$ cat src/rtl/irq_router_regs.svh
// constants of the vectored interrupt router
//
// Behaviour
// 16 system exceptions plus 32 peripheral lines
// vector 0x00 stack pointer, 0x04 reset, highest
// disabled or masked fault escalates to hard fault
// memory management fault vectors through 0x10
// bus error fault vectors through 0x14
// usage fault vectors through 0x18
// call, monitor, deferred, tick at 0x2C..0x3C
// line n is exception 16+n, offset 4*num
// software sets bit zero of every vector
// nmi from any pin, or disconnected
// collect requests, present vector to core
// three to eight priority bits, changeable live
// priority splits into preempt and sub-priority
// tail-chain and late arrival during entry
// state saved on entry, restored on exit
// equal priority: lower vector number first
// each line selects fixed, dma or logic source
// dma source from hub term-out group 0/1
// logic source is logic-array bit n
// logic array routes any source anywhere
// fixed sources per line, others reserved
// pending holds until taken or cleared
`ifndef IRQ_ROUTER_REGS_SVH
`define IRQ_ROUTER_REGS_SVH

`define NUM_EXC 48
`define NUM_IRQ 32
`define EXC_IRQ_BASE 6'h10
`define EXC_NMI 6'h02
`define EXC_HARD 6'h03
`define EXC_MEM 6'h04
`define EXC_SVC 6'h0b
`define EXC_DEBUG 6'h0c
`define EXC_DEFER 6'h0e
`define EXC_TICK 6'h0f
`define EXC_RESET 6'h01
`define VEC_OFF_SP 10'h000
`define VEC_OFF_RESET 10'h004
`define PRIO_NMI 9'h001
`define PRIO_HARD 9'h002
`define PRIO_PROG_BASE 9'h003
`define PRIO_IDLE 9'h1ff
`define FIXED_PRESENT 32'he3e0fffb
`define NMI_PIN_COUNT 8
`define NMI_SEL_W 3
`define CNT_W 8

`endif

$ cat src/rtl/irq_router_pkg.sv
// types of the vectored interrupt router
`include "irq_router_regs.svh"
package irq_router_pkg;

	typedef enum logic [5:0] {
		ST_BOOT_SP = 6'h01,
		ST_BOOT_RST = 6'h02,
		ST_RUN = 6'h04,
		ST_STACK = 6'h08,
		ST_VECTOR = 6'h10,
		ST_UNSTACK = 6'h20
	} state_t;

	typedef enum logic [1:0] {
		SRC_FIXED = 2'h0,
		SRC_DMA = 2'h1,
		SRC_LOGIC = 2'h2,
		SRC_NONE = 2'h3
	} src_sel_t;

	typedef struct packed {
		logic take;
		logic [5:0] exc_num;
		logic [9:0] vec_off;
		logic saving;
		logic restoring;
		logic tail_chain;
	} core_req_t;

	typedef struct packed {
		logic mem_fault;
		logic bus_fault;
		logic usage_fault;
		logic supervisor_call;
		logic debug_monitor;
		logic deferred_service_request;
		logic system_tick_timer;
	} sys_evt_t;

	typedef struct packed {
		state_t state;
		logic [`CNT_W-1:0] cnt;
		logic [`NUM_EXC-1:0] pend;
		logic [`NUM_EXC-1:0] active;
		logic [5:0] cur_num;
		core_req_t req;
		logic [`NMI_PIN_COUNT-1:0] nmi_s1;
		logic [`NMI_PIN_COUNT-1:0] nmi_s2;
		logic nmi_q;
	} st_t;

endpackage

$ cat src/rtl/vectored_interrupt_router.sv
// vectored interrupt router: source select, arbitration, entry and exit sequencing
`timescale 1ns/1ps
`include "irq_router_regs.svh"
module vectored_interrupt_router #(
	parameter int PRIO_BITS = 3,
	parameter int SAVE_CYCLES = 8,
	parameter int RESTORE_CYCLES = 8
) (
	input wire logic REF_CLK,
	input wire logic RESET,
	input wire logic [`NUM_IRQ-1:0] FIXED_IRQ,
	input wire logic [15:0] HUB_DMA_TERM_OUT_GROUP0,
	input wire logic [15:0] HUB_DMA_TERM_OUT_GROUP1,
	input wire logic [`NUM_IRQ-1:0] LOGIC_IRQ,
	input wire irq_router_pkg::src_sel_t [`NUM_IRQ-1:0] SRC_SEL,
	input wire logic [`NUM_IRQ-1:0] IRQ_ENABLE,
	input wire logic [`NUM_IRQ-1:0][PRIO_BITS-1:0] IRQ_PRIO,
	input wire logic [6:0][PRIO_BITS-1:0] SYS_PRIO,
	input wire logic [2:0] PRIO_GROUP,
	input wire logic MASK_PROG,
	input wire logic [2:0] FAULT_ENABLE,
	input wire irq_router_pkg::sys_evt_t SYS_EVT,
	input wire logic [`NUM_EXC-1:0] PEND_CLEAR,
	input wire logic [`NMI_PIN_COUNT-1:0] NMI_PINS,
	input wire logic NMI_ROUTE_EN,
	input wire logic [`NMI_SEL_W-1:0] NMI_ROUTE_SEL,
	input wire logic TAKE_ACK,
	input wire logic HANDLER_DONE,
	output irq_router_pkg::core_req_t CORE_REQ,
	output logic [`NUM_EXC-1:0] PEND_STATUS,
	output logic [`NUM_EXC-1:0] ACTIVE_STATUS
);
	import irq_router_pkg::*;

	////////////////////////////////////////////////////////////////////////////////
	// elaboration checks

	if (PRIO_BITS < 3 || PRIO_BITS > 8) begin : g_prio_chk
		$error("PRIO_BITS must lie between 3 and 8");
	end
	// the save and restore counter is CNT_W bits wide
	if (SAVE_CYCLES < 1 || SAVE_CYCLES > 256) begin : g_save_chk
		$error("SAVE_CYCLES must lie between 1 and 256");
	end
	if (RESTORE_CYCLES < 1 || RESTORE_CYCLES > 256) begin : g_restore_chk
		$error("RESTORE_CYCLES must lie between 1 and 256");
	end
	// every value of the pin select must name a real pin
	if (`NMI_PIN_COUNT != (1 << `NMI_SEL_W)) begin : g_pin_chk
		$error("pin count must equal two to the select width");
	end

	////////////////////////////////////////////////////////////////////////////////
	// functions

	// preempting part: sub-priority bits below the group split are dropped
	function automatic logic [8:0] grp_of(input logic [7:0] p, input logic [2:0] g);
		logic [7:0] m;
		m = 8'hff << g;
		return {1'b0, p & m} + `PRIO_PROG_BASE;
	endfunction

	function automatic logic [9:0] vec_off(input logic [5:0] num);
		return {2'h0, num, 2'h0};
	endfunction

	// system exceptions that carry a programmable priority, in input order
	function automatic logic [5:0] sys_num(input logic [2:0] k);
		case (k)
			3'h0: return `EXC_MEM;
			3'h1: return 6'h05;
			3'h2: return 6'h06;
			3'h3: return `EXC_SVC;
			3'h4: return `EXC_DEBUG;
			3'h5: return `EXC_DEFER;
			default: return `EXC_TICK;
		endcase
	endfunction

	function automatic logic route(input src_sel_t sel, input logic fx, input logic dma,
		input logic lg);
		case (sel)
			SRC_FIXED: return fx;
			SRC_DMA: return dma;
			SRC_LOGIC: return lg;
			default: return 1'b0;
		endcase
	endfunction

	// fixed-priority exceptions ignore the mask; peripheral lines need their enable too
	function automatic logic may_take(input int i, input logic mask,
		input logic [`NUM_IRQ-1:0] en);
		logic ok;
		ok = 1'b1;
		if (i >= 4 && mask) begin
			ok = 1'b0;
		end else if (i >= 16) begin
			ok = en[5'(i - 16)];
		end
		return ok;
	endfunction

	////////////////////////////////////////////////////////////////////////////////
	// state

	st_t st_ff;
	st_t nxt_st;

	logic [8:0] full_p [`NUM_EXC];
	logic [8:0] grp_p [`NUM_EXC];
	logic [8:0] running;
	logic [5:0] cur;
	logic [8:0] best;
	logic [5:0] win;
	logic win_valid;
	logic preempt;
	logic nmi_sel;
	logic [`NUM_IRQ-1:0] fixed_ok;
	logic [`NUM_IRQ-1:0] dma_term;

	assign fixed_ok = FIXED_IRQ & `FIXED_PRESENT;
	assign dma_term = {HUB_DMA_TERM_OUT_GROUP1, HUB_DMA_TERM_OUT_GROUP0};
	// only the second sync stage feeds the pin select
	assign nmi_sel = NMI_ROUTE_EN & st_ff.nmi_s2[NMI_ROUTE_SEL];

	////////////////////////////////////////////////////////////////////////////////
	// priorities, read live so they may change while running

	always_comb begin
		for (int i = 0; i < `NUM_EXC; i++) begin
			full_p[i] = `PRIO_IDLE;
			grp_p[i] = `PRIO_IDLE;
		end
		full_p[`EXC_NMI] = `PRIO_NMI;
		grp_p[`EXC_NMI] = `PRIO_NMI;
		full_p[`EXC_HARD] = `PRIO_HARD;
		grp_p[`EXC_HARD] = `PRIO_HARD;
		for (int k = 0; k < 7; k++) begin
			full_p[sys_num(3'(k))] = grp_of(8'(SYS_PRIO[k]), 3'h0);
			grp_p[sys_num(3'(k))] = grp_of(8'(SYS_PRIO[k]), PRIO_GROUP);
		end
		for (int n = 0; n < `NUM_IRQ; n++) begin
			full_p[16 + n] = grp_of(8'(IRQ_PRIO[n]), 3'h0);
			grp_p[16 + n] = grp_of(8'(IRQ_PRIO[n]), PRIO_GROUP);
		end
	end

	////////////////////////////////////////////////////////////////////////////////
	// arbitration

	always_comb begin
		running = `PRIO_IDLE;
		cur = 6'h00;
		// most recently entered handler holds the strongest group priority
		for (int i = 0; i < `NUM_EXC; i++) begin
			if (st_ff.active[i] && grp_p[i] < running) begin
				running = grp_p[i];
				cur = 6'(i);
			end
		end
		best = `PRIO_IDLE;
		win = 6'h00;
		win_valid = 1'b0;
		// scan downward with <= so the lower number wins a tie
		for (int i = `NUM_EXC - 1; i >= 0; i--) begin
			if (st_ff.pend[i] && full_p[i] <= best &&
				may_take(i, MASK_PROG, IRQ_ENABLE)) begin
				best = full_p[i];
				win = 6'(i);
				win_valid = 1'b1;
			end
		end
		preempt = win_valid && grp_p[win] < running;
	end

	////////////////////////////////////////////////////////////////////////////////
	// next state

	always_comb begin
		logic [`NUM_EXC-1:0] set;
		logic [`NUM_EXC-1:0] take_clr;
		set = '0;
		take_clr = '0;
		nxt_st = st_ff;
		nxt_st.nmi_s1 = NMI_PINS;
		nxt_st.nmi_s2 = st_ff.nmi_s1;
		nxt_st.nmi_q = nmi_sel;

		for (int n = 0; n < `NUM_IRQ; n++) begin
			set[16 + n] = route(SRC_SEL[n], fixed_ok[n], dma_term[n], LOGIC_IRQ[n]);
		end
		set[`EXC_NMI] = nmi_sel & ~st_ff.nmi_q;
		for (int k = 0; k < 3; k++) begin
			if (SYS_EVT[6 - k]) begin
				if (!FAULT_ENABLE[k] || !may_take(4 + k, MASK_PROG, IRQ_ENABLE) ||
					grp_p[4 + k] >= running) begin
					set[`EXC_HARD] = 1'b1;
				end else begin
					set[4 + k] = 1'b1;
				end
			end
		end
		set[`EXC_SVC] = SYS_EVT.supervisor_call;
		set[`EXC_DEBUG] = SYS_EVT.debug_monitor;
		set[`EXC_DEFER] = SYS_EVT.deferred_service_request;
		set[`EXC_TICK] = SYS_EVT.system_tick_timer;

		case (st_ff.state)
			ST_BOOT_SP: begin
				if (TAKE_ACK) begin
					nxt_st.state = ST_BOOT_RST;
					nxt_st.req.exc_num = `EXC_RESET;
					nxt_st.req.vec_off = `VEC_OFF_RESET;
				end
			end
			ST_BOOT_RST: begin
				if (TAKE_ACK) begin
					nxt_st.state = ST_RUN;
					nxt_st.req.take = 1'b0;
				end
			end
			ST_RUN: begin
				if (HANDLER_DONE && st_ff.active != '0) begin
					nxt_st.active[cur] = 1'b0;
					nxt_st.state = ST_UNSTACK;
					nxt_st.req.restoring = 1'b1;
					nxt_st.cnt = '0;
				end else if (preempt) begin
					nxt_st.state = ST_STACK;
					nxt_st.req.saving = 1'b1;
					nxt_st.cnt = '0;
				end
			end
			ST_STACK: begin
				// winner is chosen only at the end, so a late arrival still gets in
				if (st_ff.cnt == `CNT_W'(SAVE_CYCLES - 1)) begin
					nxt_st.req.saving = 1'b0;
					nxt_st.cnt = '0;
					if (preempt) begin
						nxt_st.state = ST_VECTOR;
						nxt_st.cur_num = win;
						nxt_st.req.take = 1'b1;
						nxt_st.req.exc_num = win;
						nxt_st.req.vec_off = vec_off(win);
					end else begin
						nxt_st.state = ST_UNSTACK;
						nxt_st.req.restoring = 1'b1;
					end
				end else begin
					nxt_st.cnt = st_ff.cnt + `CNT_W'(1);
				end
			end
			ST_VECTOR: begin
				if (TAKE_ACK) begin
					nxt_st.active[st_ff.cur_num] = 1'b1;
					take_clr[st_ff.cur_num] = 1'b1;
					nxt_st.req.take = 1'b0;
					nxt_st.req.tail_chain = 1'b0;
					nxt_st.state = ST_RUN;
				end
			end
			ST_UNSTACK: begin
				// a preempting request skips the restore and the next save
				if (preempt) begin
					nxt_st.state = ST_VECTOR;
					nxt_st.req.restoring = 1'b0;
					nxt_st.req.tail_chain = 1'b1;
					nxt_st.cur_num = win;
					nxt_st.req.take = 1'b1;
					nxt_st.req.exc_num = win;
					nxt_st.req.vec_off = vec_off(win);
				end else if (st_ff.cnt == `CNT_W'(RESTORE_CYCLES - 1)) begin
					nxt_st.state = ST_RUN;
					nxt_st.req.restoring = 1'b0;
				end else begin
					nxt_st.cnt = st_ff.cnt + `CNT_W'(1);
				end
			end
			default: begin
				nxt_st.state = ST_RUN;
				nxt_st.req = '0;
			end
		endcase

		// a new request in the clearing cycle wins
		nxt_st.pend = (st_ff.pend & ~PEND_CLEAR & ~take_clr) | set;
	end

	////////////////////////////////////////////////////////////////////////////////
	// registers

	always_ff @(posedge REF_CLK) begin
		if (RESET) begin
			st_ff <= '0;
			st_ff.state <= ST_BOOT_SP;
			st_ff.req.take <= 1'b1;
		end else begin
			st_ff <= nxt_st;
		end
	end

	////////////////////////////////////////////////////////////////////////////////
	// outputs, taken straight from the state register

	assign CORE_REQ = st_ff.req;
	assign PEND_STATUS = st_ff.pend;
	assign ACTIVE_STATUS = st_ff.active;

endmodule

$ cat config.mk
export PLATFORM = sky130hd
export DESIGN_NAME = vectored_interrupt_router
export DESIGN_NICKNAME = d
export VERILOG_FILES = /design/src/rtl/irq_router_pkg.sv /design/src/rtl/vectored_interrupt_router.sv
export VERILOG_INCLUDE_DIRS = /design/src /design/src/rtl
export SDC_FILE = /design/constraint.sdc
export NUM_CORES = 1
export LEC_CHECK = 0
export ABC_AREA = 1
export BUFFER_PORTS_ARGS = -buffer_cell sky130_fd_sc_hd__buf_2
export CAP_MARGIN = 20
export CORE_ASPECT_RATIO = 1.1
export CORE_MARGIN = 5
export CORE_UTILIZATION = 60
export DETAILED_ROUTE_END_ITERATION = 7
export PLACE_DENSITY_LB_ADDON = 0.1
export SYNTH_ARGS = -nofsm -noshare
export SYNTH_HDL_FRONTEND = slang
export SYNTH_SLANG_ARGS = --single-unit
$ cat constraint.sdc
create_clock -name REF_CLK -period 121.1 [get_ports REF_CLK]
set_input_delay 18.165 -clock REF_CLK [delete_from_list [all_inputs] [get_ports REF_CLK]]
set_output_delay 18.165 -clock REF_CLK [all_outputs]
set_load 0.02 [all_outputs]
======== Word-level counts from Yosys, hierarchy flattened ========
Index checks and enable logic that the tools add are counted.
storage, ports and cells
  bits in latches ......................... 0
  memories ................................ 0
  output and inout bits ................... 116
  RAM bits ................................ 0
  register bits after elaboration ......... 153
  bits in read-only memories .............. 0
  bits of input ports ..................... 387
  logic and storage cells ................. 874
cells by class
  bitwise operators ....................... 56
  muxes and demuxes ....................... 342
  equal/unequal tests ..................... 84
  order comparisons ....................... 103
  shift-type cells ........................ 1
  divide/modulo/power cells ............... 0
  $mul .................................... 0
  $add $sub $neg .......................... 79
  reduce and logical (&&, ||, !) cells .... 195
operators with widths
  cell                                                                   count
  9-bit 2-to-1 mux                                                       95
  6-bit 2-to-1 mux                                                       70
  9-bit less-than comparator                                             40
  8-bit by 2-bit adder with 9-bit output, second input constant          39
  4-bit by 9-bit less-or-equal comparator with 1-bit output              38
  3-bit by 8-bit AND with 8-bit output                                   39
  48-bit 2-to-1 mux                                                      4
  3-bit by 2-bit adder with 4-bit output, second input constant          39
  48-bit AND                                                             3
  48-bit NOT                                                             3
  1-bit logical AND                                                      141
  48-bit bitwise OR                                                      2
  48-bit case mux with 2 select lines                                    1
  1-bit 2-to-1 mux                                                       89
  5-bit 2-to-1 mux                                                       16
  1-bit case mux with 3 select lines                                     25
  2-bit by 1-bit equality test with 1-bit output, second input constant  32
  2-bit equality test, second input constant                             32
  16-bit case mux with 4 select lines                                    1
  9-bit less-or-equal comparator, first input constant                   7
  9-bit binary-select mux with 6-bit select                              1
  48-bit nonzero test                                                    1
  2-bit zero test                                                        23
  9-bit less-than comparator, first input constant                       5
  50 further kinds                                                       114

======== Longest topological paths before layout ========
  depth in word-level cells ............... 198
  gate-level depth with buffers ........... 287
  mapped depth without buffers ............ 285

======== Least setup slack after synthesis ========
Ideal clock, no wire load.
  kind .................................... input to register
  start point ............................. input port PRIO_GROUP[1]
  end point ............................... register st_ff[41] (netlist name)
  path slack .............................. 61062 ps
  required time ........................... 120972 ps
  arrival time ............................ 59910 ps
  stages on the path ...................... 244
  path through ............................ nor2_4 -> nand2_4 -> nor2_4 -> inv_1 -> ha_1 -> xor2_1 -> o21ai_0 -> ha_1 -> nand2_1 -> nand2_1 -> nand3_1 -> nand2_1 -> nor2_1 -> nand2_2 -> o21ai_0 -> ha_1 -> a21oi_1 -> o21ai_0 -> (+208 left out) -> nand2_4 -> o21ai_0 -> ha_1 -> a21oi_1 -> nor2_1 -> a211oi_1 -> nand2_4 -> o21ai_0 -> ha_1 -> a21oi_1 -> o21ai_0 -> a221oi_1 -> nand2_4 -> nor2_4 -> nand2_1 -> buf_6 -> o21ai_1 -> nor2_1
on the way
  longest elaborated chain between the ends .. 140
RTL lines
  element                                           line                              RTL
  start, declared                                   vectored_interrupt_router.sv:19   input wire logic [2:0] PRIO_GROUP,
  8-bit by 3-bit << shifter with 8-bit output (*)   vectored_interrupt_router.sv:59   m = 8'hff << g;
  3-bit by 8-bit AND with 8-bit output              vectored_interrupt_router.sv:60   return {1'b0, p & m} + `PRIO_PROG_BASE;
  8-bit by 2-bit adder with 9-bit output (no line)  --
  9-bit less-than comparator                        vectored_interrupt_router.sv:156  if (st_ff.active[i] && grp_p[i] < running) begin
  1-bit logical AND                                 vectored_interrupt_router.sv:156
  9-bit 2-to-1 mux                                  vectored_interrupt_router.sv:156
  9-bit less-than comparator                        vectored_interrupt_router.sv:156
  1-bit logical AND                                 vectored_interrupt_router.sv:156
  (+124 left out)                                   --
  9-bit less-than comparator                        vectored_interrupt_router.sv:156
  1-bit logical AND                                 vectored_interrupt_router.sv:156
  9-bit 2-to-1 mux                                  vectored_interrupt_router.sv:156
  9-bit less-than comparator (*)                    vectored_interrupt_router.sv:173  preempt = win_valid && grp_p[win] < running;
  1-bit logical AND (*)                             vectored_interrupt_router.sv:173
  23-bit 2-to-1 mux (*)                             --
  25-bit 2-to-1 mux                                 --
  6-bit case mux with 2 select lines (*)            --
  end signal, assigned                              vectored_interrupt_router.sv:298  st_ff <= nxt_st;
  end, declared                                     vectored_interrupt_router.sv:106  st_t st_ff;
Mark *: on every way between the ends. The rest lies on a longest branch, timed or not. The select of a mux whose other input is x is not followed.
A chain may end at the register's enable or synchronous reset.

======== Worst setup path in the final report ========
  start point ............................. input port PRIO_GROUP[1]
  end point ............................... register st_ff (netlist bit CORE_REQ[5])
on the way
  longest elaborated chain between the ends .. 140
RTL lines
  element                                           line
  8-bit by 3-bit << shifter with 8-bit output (*)   vectored_interrupt_router.sv:59
  3-bit by 8-bit AND with 8-bit output              vectored_interrupt_router.sv:60
  8-bit by 2-bit adder with 9-bit output (no line)  --
  9-bit less-than comparator                        vectored_interrupt_router.sv:156
  1-bit logical AND                                 vectored_interrupt_router.sv:156
  9-bit 2-to-1 mux                                  vectored_interrupt_router.sv:156
  9-bit less-than comparator                        vectored_interrupt_router.sv:156
  1-bit logical AND                                 vectored_interrupt_router.sv:156
  (+124 left out)                                   --
  9-bit less-than comparator                        vectored_interrupt_router.sv:156
  1-bit logical AND                                 vectored_interrupt_router.sv:156
  9-bit 2-to-1 mux                                  vectored_interrupt_router.sv:156
  9-bit less-than comparator (*)                    vectored_interrupt_router.sv:173
  1-bit logical AND (*)                             vectored_interrupt_router.sv:173
  23-bit 2-to-1 mux (*)                             --
  25-bit 2-to-1 mux                                 --
  16-bit case mux with 4 select lines (*)           --
Marks and branches as above.

==> impl_metrics.yaml <==
power_and_ir_drop:
  vdd_drop_max_uv: 11.26
  p_per_area_nw_per_um2: 8.059
  p_leak_nw: 12.69
timing:
  rsz0062_at_grt: "no"
  fin_skew_ps: 20.45
  finalMaxSlewViolations: 0
  finalSetupTns_ps: 0
  worst-slew-pin-transition_ps: 1003
  fin_crit_ps: 69880
  fmax_ghz: 0.01431
  setup_ws_ps: 51220
  fin_worst_hold_slack_ps: 400.4
  slew_headroom_pct: 32.60
  period_share_pct: 57.70
  hold_violations: 0
  setup_viol: 0
critical_path:
  r2r_cells: 236
  cp_slowest_stage_delay_ps: 780
  r2r-start: "ACTIVE_STATUS[3]$_SDFFE_PP0P_"
  crit_top_cell: "o21ai_0"
  r2r_setup_slack_ps: 70320
  start_kind: "primary input"
  worst-path-buf-inv: 3
  worstSetupPathType: "in2reg"
  r2r_end: "CORE_REQ[5]$_SDFFE_PP0P_"
  crit_fanout: 33
  critical-path-slowest-cell: "a221oi_1"
  cp.arrival_ps: 70210
  crit_required_ps: 121430
  critPathTopFamily: "compound AO/OA/AOI/OAI gates"
  endpoint_kind: "flop"
clock_network:
  clkLatencyLatePin_ps: 460
  post_cts_buffers: 0
  cts-root-buf: "clkbuf_16"
  cts_tree: "built"
  clock-sinks: 141
  postCtsHoldBufs: 0
  clkTransAtPathRegs_ps: 70
  clockBufferDepth: 2
  cts_resized: 0
  cts_buffers: 17
  htreeDepth: 4
routing:
  drc: 0
  dr.pass1.iters: 7
  drt_iter0_drc: 2163
  vias: 24306
  ant_nets: 0
  avgViaCountPerCell: 5.791
  routed_wl_um: 73790
  avgRoutedWirePerCell_um: 17.58
synthesis:
  ys_warn_count: 0
  postSynthCellCount: 3402
  synthFlopType: "dfxtp_1"
  ys_async_sr_fraction_pct: 0
  yosys.area.top_type_share_pct: 17.75
  synth_edf_count: 0
  syn_avg_cell_area_um2: 6.214
  yosysUniqueCellTypes: 61
  netlist_area_um2: 21140
  synth-seq-area-share_pct: 13.35
  synth.ff_latch_count: 141
  synth_top_area_cell: "ha_1"
  yosys-top-cells-area: "ha_1 18%, dfxtp_1 13%, nand2_1 12%"
cells_and_area:
  finalNetCount: 4426
  final_layout_size_suffix_gt1_share_pct: 18.23
  area_growth_pct: 11.66
  fillers: 3307
  multi_input_area_um2: 15260
  seq_area_um2: 2823
  layoutNonFillerInstCount: 4197
  design_area_um2: 23610
floorplanning:
  io_pins: 503
  start_util_pct: 60.48
  die_area_um2: 39090
  core-area_um2: 34950
  die_w_um: 189.0
  rows: 72
  die_y_um: 206.9
worst_hold_path:
  holdPathEnd: "st_ff[3]$_SDFF_PP0_"
  hold_depth: 2
  hold_class: "reg2reg"
  holdCritStartpoint: "nxt_st[3]$_SDFF_PP0_"
grt:
  grt_pass1_wl_um: 114500
  track_usage_pct: 35.83
  antenna_found_initial: 1
  overflow: 0
  first_global_vias: 23043
  grt_max_degree: 59
placed_design:
  io_buffers: 471
  placed_area_um2: 23040
  place_ws_ps: 51750
  place_hpwl_um: 61060
  gp_congestion: 0.9791
  place_inst: 4164
outcome:
  status: "completed"
flow_run:
  max_cap_viol_count: 0
[worst min-delay path: stages, from the launching register on]
cell     delay [ps]
dfxtp_1         300
inv_1            40
nor2_1           30
[cells in the final DEF (no fill, tap or decap), drive strengths merged, types with 25 or more instances in the layout]
cell type,count
a21oi,239
buf,484
dfxtp,141
ha,300
inv,523
nand2,763
nand3,247
nand3b,28
nand4,72
nor2,327
nor3,30
o21a,25
o21ai,332
xnor2,32
xor2,34
[through the flow]
stage / power, mW / utilization (%)
6_report: 0.1902 / 67.54
2_1_floorplan: 0.1094 / -
4_1_cts: 0.1883 / 67.53
3_3_place_gp: 0.1317 / 65.93
5_1_grt: 0.2019 / 67.53
3_5_place_dp: 0.1349 / 65.93
[cell families (layout without fill, tap and decap cells)]
logic type	after synthesis	after routing	synth area share, %
other	1	7	0.01774
AND/OR/NAND/NOR	1492	1492	32.85
adder cells (fa/ha/maj)	300	300	17.75
XOR/XNOR	66	66	2.734
buffers and inverters	690	1035	14.60
multiplexers	1	1	0.04735
flip-flops	141	141	13.35
AO/OA/AOI/OAI	711	711	18.65
[where the power goes]
| group | internal [mW] | total [mW] | switching [mW] |
|---|---|---|---|
| logic | 0.0303 | 0.0856 | 0.0553 |
| clock network | 0.0277 | 0.0542 | 0.0265 |
| registers | 0.0487 | 0.0505 | 0.00171 |
[flip-flops by register name, summed over array words and instances, names as in the netlist]
| register | cells |
|---|---|
| nxt_st | 8 |
| CORE_REQ | 9 |
| PEND_STATUS | 48 |
| st_ff | 28 |
| ACTIVE_STATUS | 48 |
[worst max path at each step]
| stage | from | to | slack (ps) | depth (start not counted) |
|---|---|---|---|---|
| global route | PRIO_GROUP[1] | CORE_REQ[5]$_SDFFE_PP0P_ | 46890 | 244 |
| finish | PRIO_GROUP[1] | CORE_REQ[5]$_SDFFE_PP0P_ | 51220 | 244 |
| detailed placement | PRIO_GROUP[1] | st_ff[140]$_SDFFE_PP0P_ | 51750 | 245 |
| global placement | PRIO_GROUP[1] | CORE_REQ[5]$_SDFFE_PP0P_ | 52960 | 244 |
| floorplan | PRIO_GROUP[1] | st_ff[41]$_SDFFE_PP0P_ | 61060 | 244 |
| CTS | PRIO_GROUP[1] | st_ff[140]$_SDFFE_PP0P_ | 51890 | 245 |
[Yosys cell counts, types with 3 or more instances]
cell type	instances
o211ai_1	16
a41oi_1	12
o221ai_1	10
nor3b_1	4
nor4_1	9
a31oi_1	22
buf_2	5
a2111oi_0	3
xor2_1	34
nor2_1	319
o21ai_1	8
nand3_1	211
nand4_1	72
a211oi_1	11
inv_1	510
a21oi_1	239
o211a_1	4
nand3_2	36
and3_1	8
dfxtp_1	141
o21ai_0	324
nand2_4	25
buf_6	4
nand2_1	648
nand3b_1	28
buf_4	121
nand2_2	90
a21boi_0	7
nor3_1	30
o21a_1	25
nor2_4	6
ha_1	300
buf_1	5
inv_2	4
xnor2_1	32
o22ai_1	3
a221oi_1	6
o31ai_1	4
clkinv_1	4
clkbuf_1	35
[cell type report]
class                      instances  area share [%]
antenna                            1         0.01060
clock buffer                      19           1.876
clock inverter                    13          0.4982
inverter                         519           8.258
multi-input combinational       2576           64.64
sequential                       141           11.96
tap                              444           2.353
timing repair buffer             484           10.41
[per-layer routing]
layer | vias up | track usage (%) | part of all wire (%)
met5 | - | 0 | 0
met4 | 0 | 17.73 | 5.4
met3 | 231 | 5.684 | 8.3
met2 | 1157 | 62.66 | 47
met1 | 10991 | 42.95 | 39
li1 | 11927 | - | -
No activity file was read; power rests on OpenSTA's default activity.
